[src/rtl/pll_regs.svh]
// How it works
// - PLL enable low powers the multiplier down and selects the direct clock pins.
// - PLL enable high makes the sample clock come from the reference via multiplier.
// - VCO runs at reference times both factors; sample clock at reference times first.
// - After that pair of writes the device searches a band alone, with no host help.
// - With manual enable set, the 6-bit band field drives the VCO band directly.
// - The 4-bit VCO control voltage code reads back in register vco_control_voltage_readback bits 3:0.
// - Codes 1111 and 1110 mean a higher VCO band should be chosen.
// - Codes 0001 and 0000 mean a lower VCO band should be chosen.
// - Codes 1001 and 1000 mean the VCO sits in the middle of its band.
// - Register 0x08 holds enables for duty cycle and input level correction.
`ifndef PLL_REGS_SVH
`define PLL_REGS_SVH

// Register offsets
`define REG_CLK_RX      8'h08
`define REG_PLL_CTRL    8'h0A
`define REG_PLL_LOOP    8'h0C
`define REG_PLL_CROSS   8'h0D
`define REG_VCO_VOLT    8'h0E

// Field positions
`define PLL_EN_BIT      7
`define MANUAL_BIT      6
`define CROSS_EN_BIT    4
`define DUTY_CORR_BIT   0
`define LEVEL_CORR_BIT  1
`define LOCK_BIT        6
`define BUSY_BIT        7

// Reset values
`define CLK_RX_RST      8'h00
`define PLL_CTRL_RST    8'h00
`define PLL_LOOP_RST    8'h00
`define PLL_CROSS_RST   8'h00

// Auto band select write pair
`define AUTO_ARM_VAL    8'hCF
`define AUTO_GO_VAL     8'hA0

// Band search
`define BAND_LAST       6'h3E
`define BAND_START      6'h1F

// Timing
`define CLK_PERIOD_NS   50
// Edges from a band step until the synced code shows it: band register,
// three synchroniser stages and the agreement stage
`define SYNC_PIPE       5
`define SETTLE_TIME_NS  10000
`define SETTLE_CYCLES   \
    ((`SETTLE_TIME_NS + `CLK_PERIOD_NS - 1) / `CLK_PERIOD_NS)

`endif

[src/rtl/pll_pkg.sv]
`default_nettype none
package pll_pkg;

    // Where the VCO sits inside its current band
    typedef enum logic [2:0] {
        HINT_UP,
        HINT_HIGH,
        HINT_OPT,
        HINT_LOW,
        HINT_DOWN
    } vco_hint_t;

    typedef enum logic [1:0] {
        SRCH_IDLE,
        SRCH_SETTLE,
        SRCH_CHECK
    } search_state_t;

    // Classify the 4-bit control voltage code
    function automatic vco_hint_t classifyVolt(input logic [3:0] code);
        vco_hint_t h;
        if (code >= 4'hE)
            h = HINT_UP;
        else if (code >= 4'hA)
            h = HINT_HIGH;
        else if (code >= 4'h8)
            h = HINT_OPT;
        else if (code >= 4'h2)
            h = HINT_LOW;
        else
            h = HINT_DOWN;
        return h;
    endfunction

endpackage
`default_nettype wire

[src/rtl/dac_clock_pll_band_control.sv]
`default_nettype none
`include "pll_regs.svh"
module dac_clock_pll_band_control
    import pll_pkg::*;
#(
    parameter int SETTLE = `SETTLE_CYCLES
) (
    input  wire logic       core_clk,
    input  wire logic       srst,
    input  wire logic       regWrite,
    input  wire logic       regRead,
    input  wire logic [7:0] regAddr,
    input  wire logic [7:0] regWdata,
    output logic      [7:0] regRdata,
    output logic            regRdValid,
    input  wire logic       pllLockPin,
    input  wire logic [3:0] vcoVoltPin,
    output logic            pllEnable,
    output logic            pllPowerDown,
    output logic      [5:0] vcoBand,
    output logic      [1:0] loopBandwidth,
    output logic      [4:0] chargePumpCurrent,
    output logic            crossControlEn,
    output logic            dutyCycleCorrEn,
    output logic            levelCorrEn,
    output logic            bandSearchBusy,
    output logic            moveHigherBand,
    output logic            moveLowerBand,
    output logic            vcoOptimal
);

    logic [7:0] clkRx_q;
    logic [7:0] pllCtrl_q;
    logic [7:0] pllLoop_q;
    logic [7:0] pllCross_q;
    logic       autoArmed_q;
    logic       searchStart_q;
    logic       lockSync;
    logic [3:0] voltSync;
    logic [5:0] searchBand;
    logic       searchBusy;
    logic       wrCtrl;
    vco_hint_t  hint;

    assign wrCtrl = regWrite && regAddr == `REG_PLL_CTRL;
    assign hint   = classifyVolt(voltSync);

    // Analog lock and voltage arrive with no relation to core_clk
    pin_sync #(
        .WIDTH (5)
    ) u_sync (
        .core_clk (core_clk),
        .srst     (srst),
        .pinIn    ({pllLockPin, vcoVoltPin}),
        .pinOut   ({lockSync, voltSync})
    );

    vco_band_search #(
        .SETTLE (SETTLE)
    ) u_search (
        .core_clk (core_clk),
        .srst     (srst),
        .start    (searchStart_q),
        .locked   (lockSync),
        .voltCode (voltSync),
        .band     (searchBand),
        .busy     (searchBusy)
    );

    // Clock receiver correction enables
    always_ff @(posedge core_clk)
    begin
        if (srst)
            clkRx_q <= `CLK_RX_RST;
        else if (regWrite && regAddr == `REG_CLK_RX)
        begin
            clkRx_q <= 8'h00;
            clkRx_q[`DUTY_CORR_BIT]  <= regWdata[`DUTY_CORR_BIT];
            clkRx_q[`LEVEL_CORR_BIT] <= regWdata[`LEVEL_CORR_BIT];
        end
    end

    // PLL enable, manual band enable and band field
    always_ff @(posedge core_clk)
    begin
        if (srst)
            pllCtrl_q <= `PLL_CTRL_RST;
        else if (wrCtrl)
            pllCtrl_q <= regWdata;
    end

    // Loop settings; bit 5 is reserved and kept at zero
    always_ff @(posedge core_clk)
    begin
        if (srst)
        begin
            pllLoop_q  <= `PLL_LOOP_RST;
            pllCross_q <= `PLL_CROSS_RST;
        end
        else if (regWrite && regAddr == `REG_PLL_LOOP)
            pllLoop_q <= {regWdata[7:6], 1'b0, regWdata[4:0]};
        else if (regWrite && regAddr == `REG_PLL_CROSS)
            pllCross_q <= {3'h0, regWdata[`CROSS_EN_BIT], 4'h0};
    end

    // Arm on the manual-mode value, fire on the auto-mode value that follows.
    // Any other control write in between drops the arming, so a stray
    // write cannot start a search by accident.
    always_ff @(posedge core_clk)
    begin
        if (srst)
        begin
            autoArmed_q   <= 1'b0;
            searchStart_q <= 1'b0;
        end
        else
        begin
            searchStart_q <= 1'b0;
            if (wrCtrl)
            begin
                autoArmed_q <= (regWdata == `AUTO_ARM_VAL);
                if (autoArmed_q && regWdata == `AUTO_GO_VAL)
                    searchStart_q <= 1'b1;
            end
        end
    end

    // Clock source and multiplier power. The multiplied frequencies follow
    // the two divider factors in the analog loop; logic only picks the source.
    always_ff @(posedge core_clk)
    begin
        if (srst)
        begin
            pllEnable    <= 1'b0;
            pllPowerDown <= 1'b1;
        end
        else
        begin
            pllEnable    <= pllCtrl_q[`PLL_EN_BIT];
            pllPowerDown <= !pllCtrl_q[`PLL_EN_BIT];
        end
    end

    // Band: manual field when enabled, else the search result
    always_ff @(posedge core_clk)
    begin
        if (srst)
            vcoBand <= `BAND_START;
        else if (pllCtrl_q[`MANUAL_BIT])
            vcoBand <= pllCtrl_q[5:0];
        else
            vcoBand <= searchBand;
    end

    // Loop and receiver settings to the analog side
    always_ff @(posedge core_clk)
    begin
        if (srst)
        begin
            loopBandwidth     <= 2'h0;
            chargePumpCurrent <= 5'h00;
            crossControlEn    <= 1'b0;
            dutyCycleCorrEn   <= 1'b0;
            levelCorrEn       <= 1'b0;
        end
        else
        begin
            loopBandwidth     <= pllLoop_q[7:6];
            chargePumpCurrent <= pllLoop_q[4:0];
            crossControlEn    <= pllCross_q[`CROSS_EN_BIT];
            dutyCycleCorrEn   <= clkRx_q[`DUTY_CORR_BIT];
            levelCorrEn       <= clkRx_q[`LEVEL_CORR_BIT];
        end
    end

    // Band position hints from the synchronised voltage code
    always_ff @(posedge core_clk)
    begin
        if (srst)
        begin
            moveHigherBand <= 1'b0;
            moveLowerBand  <= 1'b0;
            vcoOptimal     <= 1'b0;
            bandSearchBusy <= 1'b0;
        end
        else
        begin
            moveHigherBand <= (hint == HINT_UP);
            moveLowerBand  <= (hint == HINT_DOWN);
            vcoOptimal     <= (hint == HINT_OPT);
            bandSearchBusy <= searchBusy || searchStart_q;
        end
    end

    // Register readback, one cycle after the read strobe
    always_ff @(posedge core_clk)
    begin
        if (srst)
        begin
            regRdata   <= 8'h00;
            regRdValid <= 1'b0;
        end
        else
        begin
            regRdValid <= regRead;
            regRdata   <= 8'h00;
            if (regRead)
            begin
                unique case (regAddr)
                    `REG_CLK_RX:    regRdata <= clkRx_q;
                    `REG_PLL_CTRL:  regRdata <= pllCtrl_q;
                    `REG_PLL_LOOP:  regRdata <= pllLoop_q;
                    `REG_PLL_CROSS: regRdata <= pllCross_q;
                    `REG_VCO_VOLT:
                        regRdata <= {searchBusy || searchStart_q, lockSync,
                                     2'h0, voltSync};
                    default:        regRdata <= 8'h00;
                endcase
            end
        end
    end
endmodule
`default_nettype wire

[src/rtl/pin_sync.sv]
`default_nettype none
module pin_sync
    import pll_pkg::*;
#(
    parameter int WIDTH = 1
) (
    input  wire logic             core_clk,
    input  wire logic             srst,
    input  wire logic [WIDTH-1:0] pinIn,
    output logic      [WIDTH-1:0] pinOut
);

    logic [WIDTH-1:0] stage1_q;
    logic [WIDTH-1:0] stage2_q;
    logic [WIDTH-1:0] stage3_q;

    // Three stages; the second and third both feed the agreement check besides the chain
    always_ff @(posedge core_clk)
    begin
        if (srst)
        begin
            stage1_q <= '0;
            stage2_q <= '0;
            stage3_q <= '0;
        end
        else
        begin
            stage1_q <= pinIn;
            stage2_q <= stage1_q;
            stage3_q <= stage2_q;
        end
    end

    // Accept a change only once two late stages agree
    always_ff @(posedge core_clk)
    begin
        if (srst)
            pinOut <= '0;
        else if (stage2_q == stage3_q)
            pinOut <= stage3_q;
    end

endmodule
`default_nettype wire

[src/rtl/vco_band_search.sv]
`default_nettype none
`include "pll_regs.svh"
module vco_band_search
    import pll_pkg::*;
#(
    parameter int SETTLE = `SETTLE_CYCLES
) (
    input  wire logic       core_clk,
    input  wire logic       srst,
    input  wire logic       start,
    input  wire logic       locked,
    input  wire logic [3:0] voltCode,
    output logic      [5:0] band,
    output logic            busy
);

    search_state_t state_q;
    logic [15:0]   settle_q;
    logic [5:0]    tries_q;
    vco_hint_t     hint;

    assign hint = classifyVolt(voltCode);

    // Walk bands toward the one whose voltage sits mid band
    always_ff @(posedge core_clk)
    begin
        if (srst)
        begin
            state_q  <= SRCH_IDLE;
            settle_q <= 16'h0000;
            tries_q  <= 6'h00;
            band     <= `BAND_START;
            busy     <= 1'b0;
        end
        else if (start)
        begin
            state_q  <= SRCH_SETTLE;
            settle_q <= 16'h0000;
            tries_q  <= 6'h00;
            band     <= `BAND_START;
            busy     <= 1'b1;
        end
        else
        begin
            unique case (state_q)
                SRCH_IDLE:
                    busy <= 1'b0;
                SRCH_SETTLE:
                begin
                    // Loop needs time to settle, then the code must crawl
                    // through the band register and synchroniser; judging
                    // earlier would act on the previous band's code
                    if (settle_q == 16'(SETTLE + `SYNC_PIPE - 1))
                        state_q <= SRCH_CHECK;
                    else
                        settle_q <= settle_q + 16'h0001;
                end
                SRCH_CHECK:
                begin
                    settle_q <= 16'h0000;
                    tries_q  <= tries_q + 6'h01;
                    state_q  <= SRCH_SETTLE;
                    if ((locked && hint == HINT_OPT)
                        || tries_q == `BAND_LAST)
                    begin
                        state_q <= SRCH_IDLE;
                        busy    <= 1'b0;
                    end
                    else if (hint == HINT_LOW || hint == HINT_DOWN)
                    begin
                        if (band != 6'h00)
                            band <= band - 6'h01;
                        else
                            state_q <= SRCH_IDLE;
                    end
                    else if (band != `BAND_LAST)
                        band <= band + 6'h01;
                    else
                        state_q <= SRCH_IDLE;
                end
            endcase
        end
    end

endmodule
`default_nettype wire

[config.mk]
export PLATFORM = sky130hd
export DESIGN_NAME = dac_clock_pll_band_control
export DESIGN_NICKNAME = d
export VERILOG_FILES = /design/src/rtl/pll_pkg.sv /design/src/rtl/dac_clock_pll_band_control.sv /design/src/rtl/pin_sync.sv /design/src/rtl/vco_band_search.sv
export VERILOG_INCLUDE_DIRS = /design/src /design/src/rtl
export SDC_FILE = /design/constraint.sdc
export NUM_CORES = 1
export LEC_CHECK = 0
export ABC_AREA = 1
export BUFFER_PORTS_ARGS = -buffer_cell sky130_fd_sc_hd__clkbuf_2
export CORE_MARGIN = 1
export CORE_UTILIZATION = 50
export CTS_CLUSTER_DIAMETER = 30
export DETAILED_ROUTE_END_ITERATION = 10
export GPL_TIMING_DRIVEN = 0
export PLACE_DENSITY_LB_ADDON = 0.1
export SYNTH_ARGS = -nofsm -noshare
export SYNTH_HDL_FRONTEND = slang
export SYNTH_SLANG_ARGS = --single-unit
[constraint.sdc]
create_clock -name core_clk -period 1.7 [get_ports core_clk]
set_clock_uncertainty 0.05 [all_clocks]
set_input_delay 0.17 -clock core_clk [delete_from_list [all_inputs] [get_ports core_clk]]
set_output_delay 0.17 -clock core_clk [all_outputs]
set_load 0.01 [all_outputs]
Word-level counts from Yosys, hierarchy flattened --
Cells that the tools add are included. Widths: inputs -> output; s select.
Storage, ports and cells: register bits after elaboration 102, output and inout bits 31
Cells by class: add/subtract/negate cells 4, magnitude comparators 4, equality and inequality tests 21, multiplexer cells 22, bitwise gates (word level) 4, reductions and logical operators 26
Operators with widths (number):
- $eq 8x4->1 const B | 5
- $pmux 8 s5 | 1
- $pmux 16 s2 | 1
- $mux 6 | 4
- $add 16x1->16 const B | 1
- $eq 16x8->1 const B | 1
- $eq 8x8->1 const B | 2
- $mux 16 | 1
- $add 6x1->6 const B | 2
- $ge 4x4->1 const B | 3
- $mux 3 | 4
- $reduce_and 2->1 | 5
- $eq 3x2->1 const B | 2
- $eq 6x6->1 const B | 1
- $logic_and 1x1->1 | 6
- $mux 1 | 6
- $mux 2 | 3
- $ne 3x2->1 const B | 2
- $ne 6x6->1 const B | 1
- $reduce_bool 3->1 | 2
- $reduce_bool 6->1 | 1
- $reduce_or 2->1 | 3
- $sub 6x1->6 const B | 1
- $eq 5x5->1 | 1
- 15 further kinds | 22

Logic depth before layout (Yosys ltp) --
Gate-level depths: netlist of run 1.
depth in word-level cells 11, gate-level depth with buffers 11, mapped depth without buffers 10

Cells and area by module --
A second synthesis of run 1 with hierarchy kept.
Unflattened totals: cells, all modules 659, area total of the unflattened synthesis 4783.3 sq um
Modules (own cells, without submodules):
- vco_band_search | times used 1, cells each 303, area an instance 2024.4 sq um, seq. area each 620.6 sq um
- dac_clock_pll_band_control | times used 1, cells each 252, area an instance 1955.6 sq um, seq. area each 1021.0 sq um
- pin_sync | times used 1, cells each 104, area an instance 803.3 sq um, seq. area each 400.4 sq um

Least setup slack after synthesis of run 1 --
No wires, ideal clock.
path type register to register, start register u_sync.pinOut[3], end register u_search.band[4], library setup time 0.125 ns, arrival 1.370 ns, data required time 1.525 ns, path slack 0.155 ns, cell stages (with the launch flop) 10, clock period less this slack 1.545 ns, cells stage by stage dfxtp_1 > buf_2 > inv_1 > fa_1 > nand2_1 > nand2_1 > a21oi_1 > xnor2_1 > nand2_1 > nand3_1
On the way: cells in the longest elaborated chain, start to end 10
Ends and longest elaborated chain:
- start, declared | line pin_sync.sv:10 | output logic [WIDTH-1:0] pinOut
- start signal, assigned | line pin_sync.sv:40 | pinOut <= stage3_q;
- $ge 4x2->1 | line pll_pkg.sv:28 | else if (code >= 4'h2)
- $mux 3 | line pll_pkg.sv:28
- $mux 3 | line pll_pkg.sv:26 | else if (code >= 4'h8)
- $mux 3 | line pll_pkg.sv:24 | else if (code >= 4'hA)
- $mux 3 (*) | line pll_pkg.sv:22 | if (code >= 4'hE)
- parallel branches: the longest is 5 deep, another holds $reduce_and 4->1
- end signal, assigned | line vco_band_search.sv:40 | band <= `BAND_START;
- end signal, assigned | line vco_band_search.sv:72 | band <= band - 6'h01;
- end signal, assigned | line vco_band_search.sv:77 | band <= band + 6'h01;
- end, declared | line vco_band_search.sv:13 | output logic [5:0] band,
Mark *: on every way between the ends. A chain may end at the register's enable or synchronous reset.

Worst setup path after layout of run 1 --
Same ends and word-level chain as after synthesis.

==> qor.txt, run 1 <==
status: finished, final reports clean
CP Launch Type: flip-flop
CP peak stage delay: 0.38 ns
vias: 4008
Rel. slew slack: 62.6%
Sequential Area: 2050 µm²
Tcrit/Tclk final: 98.5%
final wirelength: 10400 µm
Critical Path RT: 1.90 ns
commonest register cell after synthesis: dfxtp_1
Final setup violation count: 0
critical path endpoint category: flip-flop
via/cell ratio: 5.09
# DRC: 0
clock share of power: 37.6%
fin nets: 708
worst slew pin tran: 0.561 ns
pin count of the biggest net entering global routing: 21
Avg Cell Area, Syn: 7.49 µm²
cell count after synthesis: 598
pwr dens: 836 nW/µm²
gr usage total: 22.8%
vias in the first global route: 3724
path category of the worst min-delay check: in -> reg
most used cell along the critical path: nand2_1
Worst-path clk slew: 0.11 ns
synth-to-layout area growth: 18.9%
most common cell after layout, fill and taps aside: dfxtp_1
#FFs+latches synth: 102
Synth Net Count: 632
Crit Path Max Fanout: 7
initial antenna violation count: 0
drt pass-1 iters: 6
I/O Buffers: 53
footprint of the multi-input gates: 2080 µm²
Starting Density: 51.6%
setup TNS: 0 ns
max cap viols: 0
Post-Syn Area: 4480 µm²
Row Count: 34
slowest library cell on the worst path: fa_2
Die ar.: 9350 µm²
unrepaired setup endpoints after global routing: yes
Synth top area share: 45.6%
Post-DP Area: 4880 µm²
CTS tree: built
commonest cells after routing, fill and taps aside: 99 x dfxtp_1, 91 x nand2_1, 91 x nor2_1
clock sinks: 102
sequential share of the synthesized area: 45.6%
# diodes: 0
layout cell share with drive strength beyond 1: 20.5%
Peak VDD IR: 509 µV
largest area contributor in the netlist: dfxtp_1
Largest delay share family, worst path: adder cells
Core ar.: 8680 µm²
DP Wirelength: 7570 µm
Ports: 56
GR Overflow Total: 0
WL/cell: 13.2 µm
first-pass GRT wire length: 17400 µm
clk buf depth: 2
H-tree levels: 3
synth top area cells: dfxtp_1 46%, nand2_1 7.8%, nor2_1 7.6%, inv_1 6.8%, a21oi_1 5.2%
Antenna Nets Post-Route: 0
Seq pwr share: 55.0%
Sw Share: 26.0%
Combinational Power Share: 7.5%
fin area: 5330 µm²
Finished Core Util: 61.4%
Chip Width: 96.7 µm
maximum clock rate: 597 MHz
Period minus WS final: 1.67 ns
Net Sw Power: 1.16 mW
Int Pwr: 3.29 mW
die height: 96.7 µm
CP arrival: 1.88 ns
Synth async-reset ratio: 0%
worst-path cell chain: buf_6, clkinvlp_4, fa_2, nand2_1, nand2_1, a21oi_1, xnor2_1, nand2_1, nand3_1
CTS buffer count: 9
Crit Path Category: reg -> reg
initial drt markers: 138
gpl congestion: 0.889
Bufs and invs on worst path: 2
number of fill cells in the layout: 810
max-slew violation count: 0
EDFF count, synth: 0
synth warn: 0
clk_lat worst skew: 0.37 ns
Clock Tree Root: clkbuf_8
Fin. Hold Viols: 0
Synth cell types: 39
LEAKAGE: 2.27 nW
==> registers in the layout (all words and copies together), names as in the netlist, 5 cells and up <==
name / cells
u_search.settle_q: 16
pllCtrl_q: 8
regRdata: 8
pllLoop_q: 7
u_search.band: 6
u_search.tries_q: 6
vcoBand: 6
chargePumpCurrent: 5
u_sync.pinOut: 5
u_sync.stage1_q: 5
u_sync.stage2_q: 5
u_sync.stage3_q: 5
==> cells by family after synthesis <==
family / synth area share [%]
AND/OR/NAND/NOR: 29.3
adder cells (fa/ha/maj): 2.68
XOR/XNOR: 1.76
buffers and inverters: 9.58
flip-flops: 45.6
AO/OA/AOI/OAI: 11.1
==> routing by layer <==
layer	GRT usage [%]	vias up	part of all wire [%]	wire length, µm
met2	35.1	99	45	4660
li1	-	2069	-	-
met4	8.27	0	1.9	199
met3	4.70	18	4.7	484
met5	0	-	0	0
met1	31.7	1822	49	5040
==> area by class of cell <==
| type | count | area share, % |
|---|---|---|
| multi-input cells | 393 | 39.0 |
| flip-flops and latches | 102 | 38.4 |
| repair buffers | 65 | 7.51 |
| inverters | 86 | 6.25 |
| well taps | 108 | 2.54 |
| clock buffers | 9 | 2.32 |
| plain buffers | 17 | 2.07 |
| clock inverters | 7 | 1.83 |
==> synth_stat cells (3+ instances only) <==
master   number
dfxtp_1     102
nand2_1      93
nor2_1       91
inv_1        81
a21oi_1      47
o21ai_0      40
nand3_1      39
nand4_1      14
nor3_1       12
buf_2         8
ha_1          8
nand2_2       8
nor2_4        6
xor2_1        5
nor2_2        4
xnor2_1       4
buf_1         3
buf_6         3
inv_2         3
nand2_4       3
nand3_2       3
==> worst reg2reg max path, stage by stage, from the launching register on <==
cell and delay [ns]:
dfxtp_2 0.34, buf_6 0.13, clkinvlp_4 0.18, fa_2 0.38
nand2_1 0.09, nand2_1 0.05, a21oi_1 0.15, xnor2_1 0.08
nand2_1 0.06, nand3_1 0.06
==> metrics by stage <==
| step | std cells | setup slack, ns | hold WS [ns] | power (mW) |
|---|---|---|---|---|
| floorplan | 598 | 0.155 | 0.197 | 2.68 |
| global placement | 759 | -0.00412 | 0.314 | 2.78 |
| detailed placement | 759 | -0.0209 | 0.317 | 2.78 |
| CTS | 783 | 0.00929 | 0.00739 | 4.45 |
| global route | 787 | -0.166 | 0.0182 | 4.64 |
| finish | 787 | 0.0263 | 0.0121 | 4.45 |
==> power by group through the flow <==
stage                     Sequential [mW]  Combinational [mW]  Clock, mW
final                                2.45               0.333       1.67
after CTS                            2.45               0.307       1.70
after global placement               2.50               0.278          0
after floorplan                      2.50               0.187          0
after global routing                 2.45               0.378       1.81
after detailed placement             2.50               0.283          0
==> path summary, 6_finish.rpt <==
kind,slack (ns),to,cells past startpoint,from
setup reg to reg,0.03,u_search.band[4],9,u_sync.pinOut[3]
hold / removal,0.01,searchStart_q,2,regWdata[1]
setup / recovery,0.03,u_search.band[4],9,u_sync.pinOut[3]
hold reg to reg,0.36,u_sync.stage2_q[3],2,u_sync.stage1_q[3]
==> repair_timing <==
item	4_1_cts	5_1_grt
hold endpoints to repair	6	0
hold buffers	6	0
endpoints found under the setup margin	10	21
gates resized for setup	4	20
pin swaps	0	10
cloned	0	1
buffers inserted	2	3
Power figures use the tool's default switching activity.
==> run 2: changes to the inputs <==
Settings changed: BUFFER_PORTS_ARGS -buffer_cell sky130_fd_sc_hd__clkbuf_2 to unset, DONT_BUFFER_PORTS set to 1.
==> run 2 against run 1 <==
Effect of this change: clock-buffer cell count is the same; largest cell class unchanged; first-iteration DRC count rose by 88%; utilization decreased by 2.3 points; combinational power is 3% lower; hold slack gained 0.0099 ns; wire length is 2.1% lower; sequential cell count unchanged.
==> qor.txt, run 2 (synthesis gave the netlist of run 1 again) <==
status: finished, final reports clean
Int Pwr: 3.12 mW (-5.4%)
pwr dens: 821 nW/µm² (-1.7%)
initial drt markers: 260 (+88%)
Starting Density: 51.6% (unchanged)
vias: 3919 (-2.2%)
worst slew pin tran: 0.592 ns (+0.0312 ns)
fin nets: 670 (-5.4%)
Worst-path clk slew: 0.10 ns (about the same)
WL/cell: 13.6 µm (+3.0%)
Worst R2R Start: u_sync.pinOut[3]
initial antenna violation count: 0 (unchanged)
Peak VDD IR: 522 µV (+2.5%)
Fin. Hold Viols: 0 (unchanged)
commonest cells after routing, fill and taps aside: 100 x dfxtp_1, 93 x nand2_1, 90 x nor2_1
CP Launch Type: flip-flop
Power Total: 4.21 mW (-5.4%)
critical path endpoint category: flip-flop
Antenna Nets Post-Route: 0 (unchanged)
worst setup margin: 0.0113 ns (-0.0150 ns)
Tcrit/Tclk final: 99.3% (+0.88 points)
gr usage total: 21.9% (-0.89 points)
most common cell after layout, fill and taps aside: dfxtp_1
# DRC: 0 (unchanged)
clock share of power: 34.1% (-3.5 points)
clock sinks: 102 (unchanged)
first-pass GRT wire length: 16800 µm (-3.1%)
flop-to-flop setup slack: 0.01 ns (-0.02 ns)
DP Wirelength: 7190 µm (-5.1%)
Sw Share: 26.0% (-0.065 points)
layout cell share with drive strength beyond 1: 13.1% (-7.3 points)
H-tree levels: 3 (unchanged)
Final setup violation count: 0 (unchanged)
pre-CTS setup slack: -0.0288 ns (-0.00786 ns)
I/O Buffers: 0 (-100%)
synth-to-layout area growth: 14.4%
GR Overflow Total: 0 (unchanged)
fin area: 5130 µm² (-3.8%)
Chip Width: 96.7 µm (unchanged)
drt pass-1 iters: 5 (-1)
Period minus WS final: 1.69 ns (+0.0150 ns)
Post-DP Area: 4620 µm² (-5.4%)
Finished Core Util: 59.1% (-2.3 points)
Most flops, register: u_search.settle_q
Crit Path Category: reg -> reg
# diodes: 0 (unchanged)
Row Count: 34 (unchanged)
via/cell ratio: 5.24 (+2.9%)
die height: 96.7 µm (unchanged)
Clock Tree Root: clkbuf_8
CTS tree: built
Worst Reg-to-Reg Cells: 11 (+2)
Die ar.: 9350 µm² (unchanged)
Rel. slew slack: 60.5% (-2.1 points)
Combinational Power Share: 7.7% (+0.2 points)
vias in the first global route: 3484 (-6.4%)
clk_lat worst skew: 0.36 ns (about the same)
Core ar.: 8680 µm² (unchanged)
max cap viols: 0 (unchanged)
Crit Path Max Fanout: 7 (unchanged)
max FFs per register: 16 (unchanged)
Net Sw Power: 1.09 mW (-5.7%)
max-slew violation count: 0 (unchanged)
CP arrival: 1.94 ns (+0.06 ns)
unrepaired setup endpoints after global routing: yes
reg-to-reg endpoint: u_search.band[5]
gpl congestion: 0.872 (-1.9%)
CP endpoint: u_search.band[5]
Critical Path RT: 1.95 ns (+0.05 ns)
final wirelength: 10200 µm (-2.1%)
CTS buffer count: 9 (unchanged)
LEAKAGE: 2.08 nW (-8.5%)
CP Launch Point: u_sync.pinOut[3]
maximum clock rate: 592 MHz (-0.89%)
Ports: 56 (unchanged)
pin count of the biggest net entering global routing: 19 (-9.5%)
Largest regs: u_search.settle_q x16, pllCtrl_q x8, regRdata x8
path category of the worst min-delay check: in -> reg
clk buf depth: 2 (unchanged)
Seq pwr share: 58.3% (+3.3 points)
## run 2: cell count changes in the layout (fill, tap and decap cells not counted), moves of 3 or more
cell	previous run	this run
clkbuf_2	53	0
a21oi_1	41	44
a21oi_2	6	3
dlygate4sd3_1	6	18
buf_4	5	9
## run 2: metal layers
layer	wire length (µm)	vias to the layer above	track usage, %
met5	0	-	0
met4	107	0	6.31
met3	574	11	4.41
met2	4470	120	33.6
met1	5010	1811	31.1
li1	-	1977	-
## run 2: final cells by class
| cell class | instances | area [µm²] |
|---|---|---|
| inverters | 86 | 333 |
| fillers | 812 | 3550 |
| well taps | 108 | 135 |
| multi-input cells | 393 | 2080 |
| flip-flops and latches | 102 | 2040 |
| repair buffers | 27 | 253 |
| clock buffers | 9 | 124 |
| plain buffers | 17 | 106 |
| clock inverters | 6 | 56.3 |
## run 2: worst min-delay path by stage
stage                start       endpoint  slack [ns]  depth (start not counted)
2_1_floorplan  regWdata[1]  searchStart_q        0.20                          1
3_3_place_gp   regWdata[1]  searchStart_q        0.22                          1
3_5_place_dp   regWdata[1]  searchStart_q        0.22                          1
4_1_cts         regAddr[1]    regRdata[4]        0.02                          3
5_1_grt         regAddr[1]    regRdata[4]       0.009                          3
6_report        regAddr[1]    regRdata[4]        0.02                          3
## run 2: metrics by stage
| step | cells | TNS, ns | hold slack (ns) |
|---|---|---|---|
| floorplan | 598 | 0 | 0.197 |
| global placement | 706 | -0.0298 | 0.215 |
| detailed placement | 706 | -0.0288 | 0.216 |
| CTS | 743 | 0 | 0.0162 |
| global route | 748 | -0.186 | 0.00852 |
| finish | 748 | 0 | 0.0219 |
## run 2: what timing repair did
action,in CTS,in global routing
hold buffers,19,0
endpoints found under the setup margin,1,18
resized for setup,2,18
buffers inserted,3,5
hold endpoints to repair,27,0
pin swaps,0,6
## run 2: power groups by stage
| stage | logic, mW | registers, mW | clock network [mW] |
|---|---|---|---|
| floorplan | 0.187 | 2.50 | 0 |
| global placement | 0.231 | 2.51 | 0 |
| detailed placement | 0.235 | 2.51 | 0 |
| CTS | 0.288 | 2.45 | 1.48 |
| global route | 0.360 | 2.46 | 1.59 |
| finish | 0.322 | 2.45 | 1.43 |
## run 2: worst max-delay path: stages (launching register included)
cell and delay [ns]:
dfxtp_2 0.35, buf_6 0.13, clkinvlp_4 0.19, ha_4 0.31, nand2_1 0.05, nand2_1 0.11
nand4_1 0.11, nand2_1 0.08, nand2_1 0.05, nand2_1 0.05, nand2_1 0.06, a21oi_2 0.10
==> run 3: changes to the inputs <==
Settings changed: BUFFER_PORTS_ARGS set to -buffer_cell sky130_fd_sc_hd__buf_2, CELL_PAD_IN_SITES_DETAIL_PLACEMENT set to 0, CELL_PAD_IN_SITES_GLOBAL_PLACEMENT set to 2, CORE_UTILIZATION 50 to 33, DONT_BUFFER_PORTS 1 to unset.
==> run 3 against run 2 <==
Effect of this change: register-to-register slack gained 0.02 ns; maximum frequency grew 1.4%; clock power grew 49%; non-clock buffer count grew 39; wire length grew 15%; sequential power is essentially flat; largest power group unchanged; critical path type unchanged; die area grew 50%.
==> qor.txt, run 3 (synthesis gave the netlist of run 1 again) <==
flop-to-flop setup slack: 0.03 ns (+0.02 ns)
CP arrival: 1.85 ns (-0.09 ns)
# DRC: 0 (unchanged)
CTS tree: built
unrepaired setup endpoints after global routing: yes
WHS Endpoint: regRdValid
gpl congestion: 0.808 (-7.3%)
Crit Path Max Fanout: 6 (-1)
cell depth of the worst min-delay path: 3 (unchanged)
via/cell ratio: 4.58 (-13%)
status: finished, final reports clean
Worst-path clk slew: 0.07 ns (-0.03 ns)
Finished Layout Cells: 856 (+14%)
slowest library cell on the worst path: dfxtp_2
GR Overflow Total: 0 (unchanged)
Critical Path RT: 1.89 ns (-0.06 ns)
drt pass-1 iters: 4 (-1)
initial drt markers: 196 (-25%)
Post-DP Area: 4970 µm² (+7.6%)
Peak VDD IR: 598 µV (+14%)
most common cell after layout, fill and taps aside: dfxtp_1
reg-to-reg endpoint: u_search.band[5]
pin count of the biggest net entering global routing: 19 (unchanged)
Fin. Hold Viols: 0 (unchanged)
Final setup violation count: 0 (unchanged)
CP Launch Type: flip-flop
Most flops, register: u_search.settle_q
vias: 3924 (+0.13%)
Worst R2R Start: u_sync.pinOut[3]
max-slew violation count: 0 (unchanged)
WL/cell: 13.6 µm (+0.11%)
CP peak stage delay: 0.32 ns (-0.03 ns)
Largest delay share family, worst path: buffers and inverters
pwr dens: 893 nW/µm² (+8.8%)
worst slew pin tran: 0.604 ns (+0.0117 ns)
Worst Reg-to-Reg Cells: 9 (-2)
# diodes: 0 (unchanged)
Antenna Nets Post-Route: 0 (unchanged)
clock sinks: 102 (unchanged)
first-pass GRT wire length: 18600 µm (+11%)
fin area: 5520 µm² (+7.7%)
Core ar.: 13200 µm² (+53%)
Clock Tree Root: clkbuf_16
worst-path cell chain: buf_6, clkinvlp_4, buf_4, ha_4, nand4_1, nand3_1, nand2_2, nand2_2, a21oi_2
LEAKAGE: 2.33 nW (+12%)
max cap viols: 0 (unchanged)
Final Hold Slack: 0.0271 ns (+0.00519 ns)
Die ar.: 14100 µm² (+50%)
Crit Path Category: reg -> reg
Bufs and invs on worst path: 3 (+1)
die height: 119 µm (+23%)
clk_lat worst skew: 0.35 ns (about the same)
setup TNS: 0 ns (unchanged)
Ports: 56 (unchanged)
final wirelength: 11600 µm (+15%)
Row Count: 42 (+24%)
placed cell count: 827 (+17%)
synth-to-layout area growth: 23.3%
commonest cells after routing, fill and taps aside: 99 x dfxtp_1, 90 x nor2_1, 88 x nand2_1
maximum clock rate: 600 MHz (+1.4%)
fin nets: 709 (+5.8%)
HP Start: regRead
initial antenna violation count: 0 (unchanged)
max FFs per register: 16 (unchanged)
gr usage total: 17.3% (-4.7 points)
most used cell along the critical path: nand2_2
Largest regs: u_search.settle_q x16, pllCtrl_q x8, regRdata x8
clk buf depth: 2 (unchanged)
DP Wirelength: 8840 µm (+23%)
path category of the worst min-delay check: in -> reg
CTS buffer count: 9 (unchanged)
Period minus WS final: 1.67 ns (-0.0234 ns)
H-tree levels: 3 (unchanged)
Starting Density: 33.8% (-18 points)
number of fill cells in the layout: 1448 (+78%)
critical path endpoint category: flip-flop
Finished Core Util: 41.7% (-17 points)
vias in the first global route: 3769 (+8.2%)
Rel. slew slack: 59.8% (-0.78 points)
layout cell share with drive strength beyond 1: 21.6% (+8.5 points)
I/O Buffers: 53 (+53)
Tcrit/Tclk final: 98.0% (-1.4 points)
Chip Width: 119 µm (+23%)
run 3: changes by cell type in the layout (fill, tap and decap cells not counted), moves of 4 or more:
| cell | previous run | this run |
|---|---|---|
| nand2_1 | 93 | 88 |
| buf_2 | 7 | 60 |
| clkbuf_16 | 0 | 10 |
| clkbuf_8 | 9 | 0 |
| nand2_2 | 8 | 12 |
| dlygate4sd3_1 | 18 | 5 |
run 3: stage by stage:
step	setup WS, ns	total power, mW
final	0.0347	4.93
after global routing	-0.0591	5.14
after CTS	-0.00650	4.96
after detailed placement	-0.147	2.79
after global placement	-0.101	2.79
after floorplan	0.155	2.68
run 3: worst reg2reg max path: cells and delay by family, from the launching register on:
kind | cells | cell delay [ns]
compound gates | 1 | 0.04
fa+ha+maj | 1 | 0.28
buf+inv | 3 | 0.47
flops | 1 | 0.32
simple gates | 4 | 0.39
run 3: layout make-up:
class	instances	area [µm²]	area share (%)
inverter	86	333	6.02
multi-input combinational	393	2100	38.1
sequential	102	2050	37.0
buffer	17	110	1.99
tap	176	220	3.99
clock buffer	9	225	4.08
clock inverter	7	80.1	1.45
timing repair buffer	66	405	7.34
run 3: per-layer routing:
metal | track usage (%) | vias to the layer above | part of all wire [%] | wire, µm
met1 | 20.7 | 1789 | 46 | 5300
met3 | 2.17 | 17 | 1.8 | 205
met4 | 8.86 | 0 | 3.0 | 347
met5 | 0 | - | 0 | 0
li1 | - | 2066 | - | -
met2 | 30.1 | 52 | 50 | 5790
run 3: report_power, final:
group / switching (mW) / leakage, nW / internal, mW
logic: 0.207 / 1.35 / 0.152
clock network: 0.962 / 0.154 / 1.17
registers: 0.0204 / 0.827 / 2.42
run 3: worst max path at each step:
stage                     startpoint               end  slack, ns  depth (start not counted)
finish              u_sync.pinOut[3]  u_search.band[5]       0.03                          9
global route        u_sync.pinOut[3]  u_search.band[5]      -0.06                         10
CTS                 u_sync.pinOut[3]  u_search.band[4]     -0.006                          9
detailed placement  u_sync.pinOut[3]  u_search.band[4]      -0.15                          9
global placement    u_sync.pinOut[3]  u_search.band[4]      -0.10                          9
floorplan           u_sync.pinOut[3]  u_search.band[4]       0.15                          9
run 3: what timing repair did:
item | 4_1_cts | 5_1_grt
gates cloned | 0 | 1
setup buffers | 2 | 5
pin swaps | 1 | 3
resized for setup | 5 | 24
endpoints found under the hold margin | 5 | 0
setup endpoints to repair | 10 | 17
hold buffers | 5 | 0
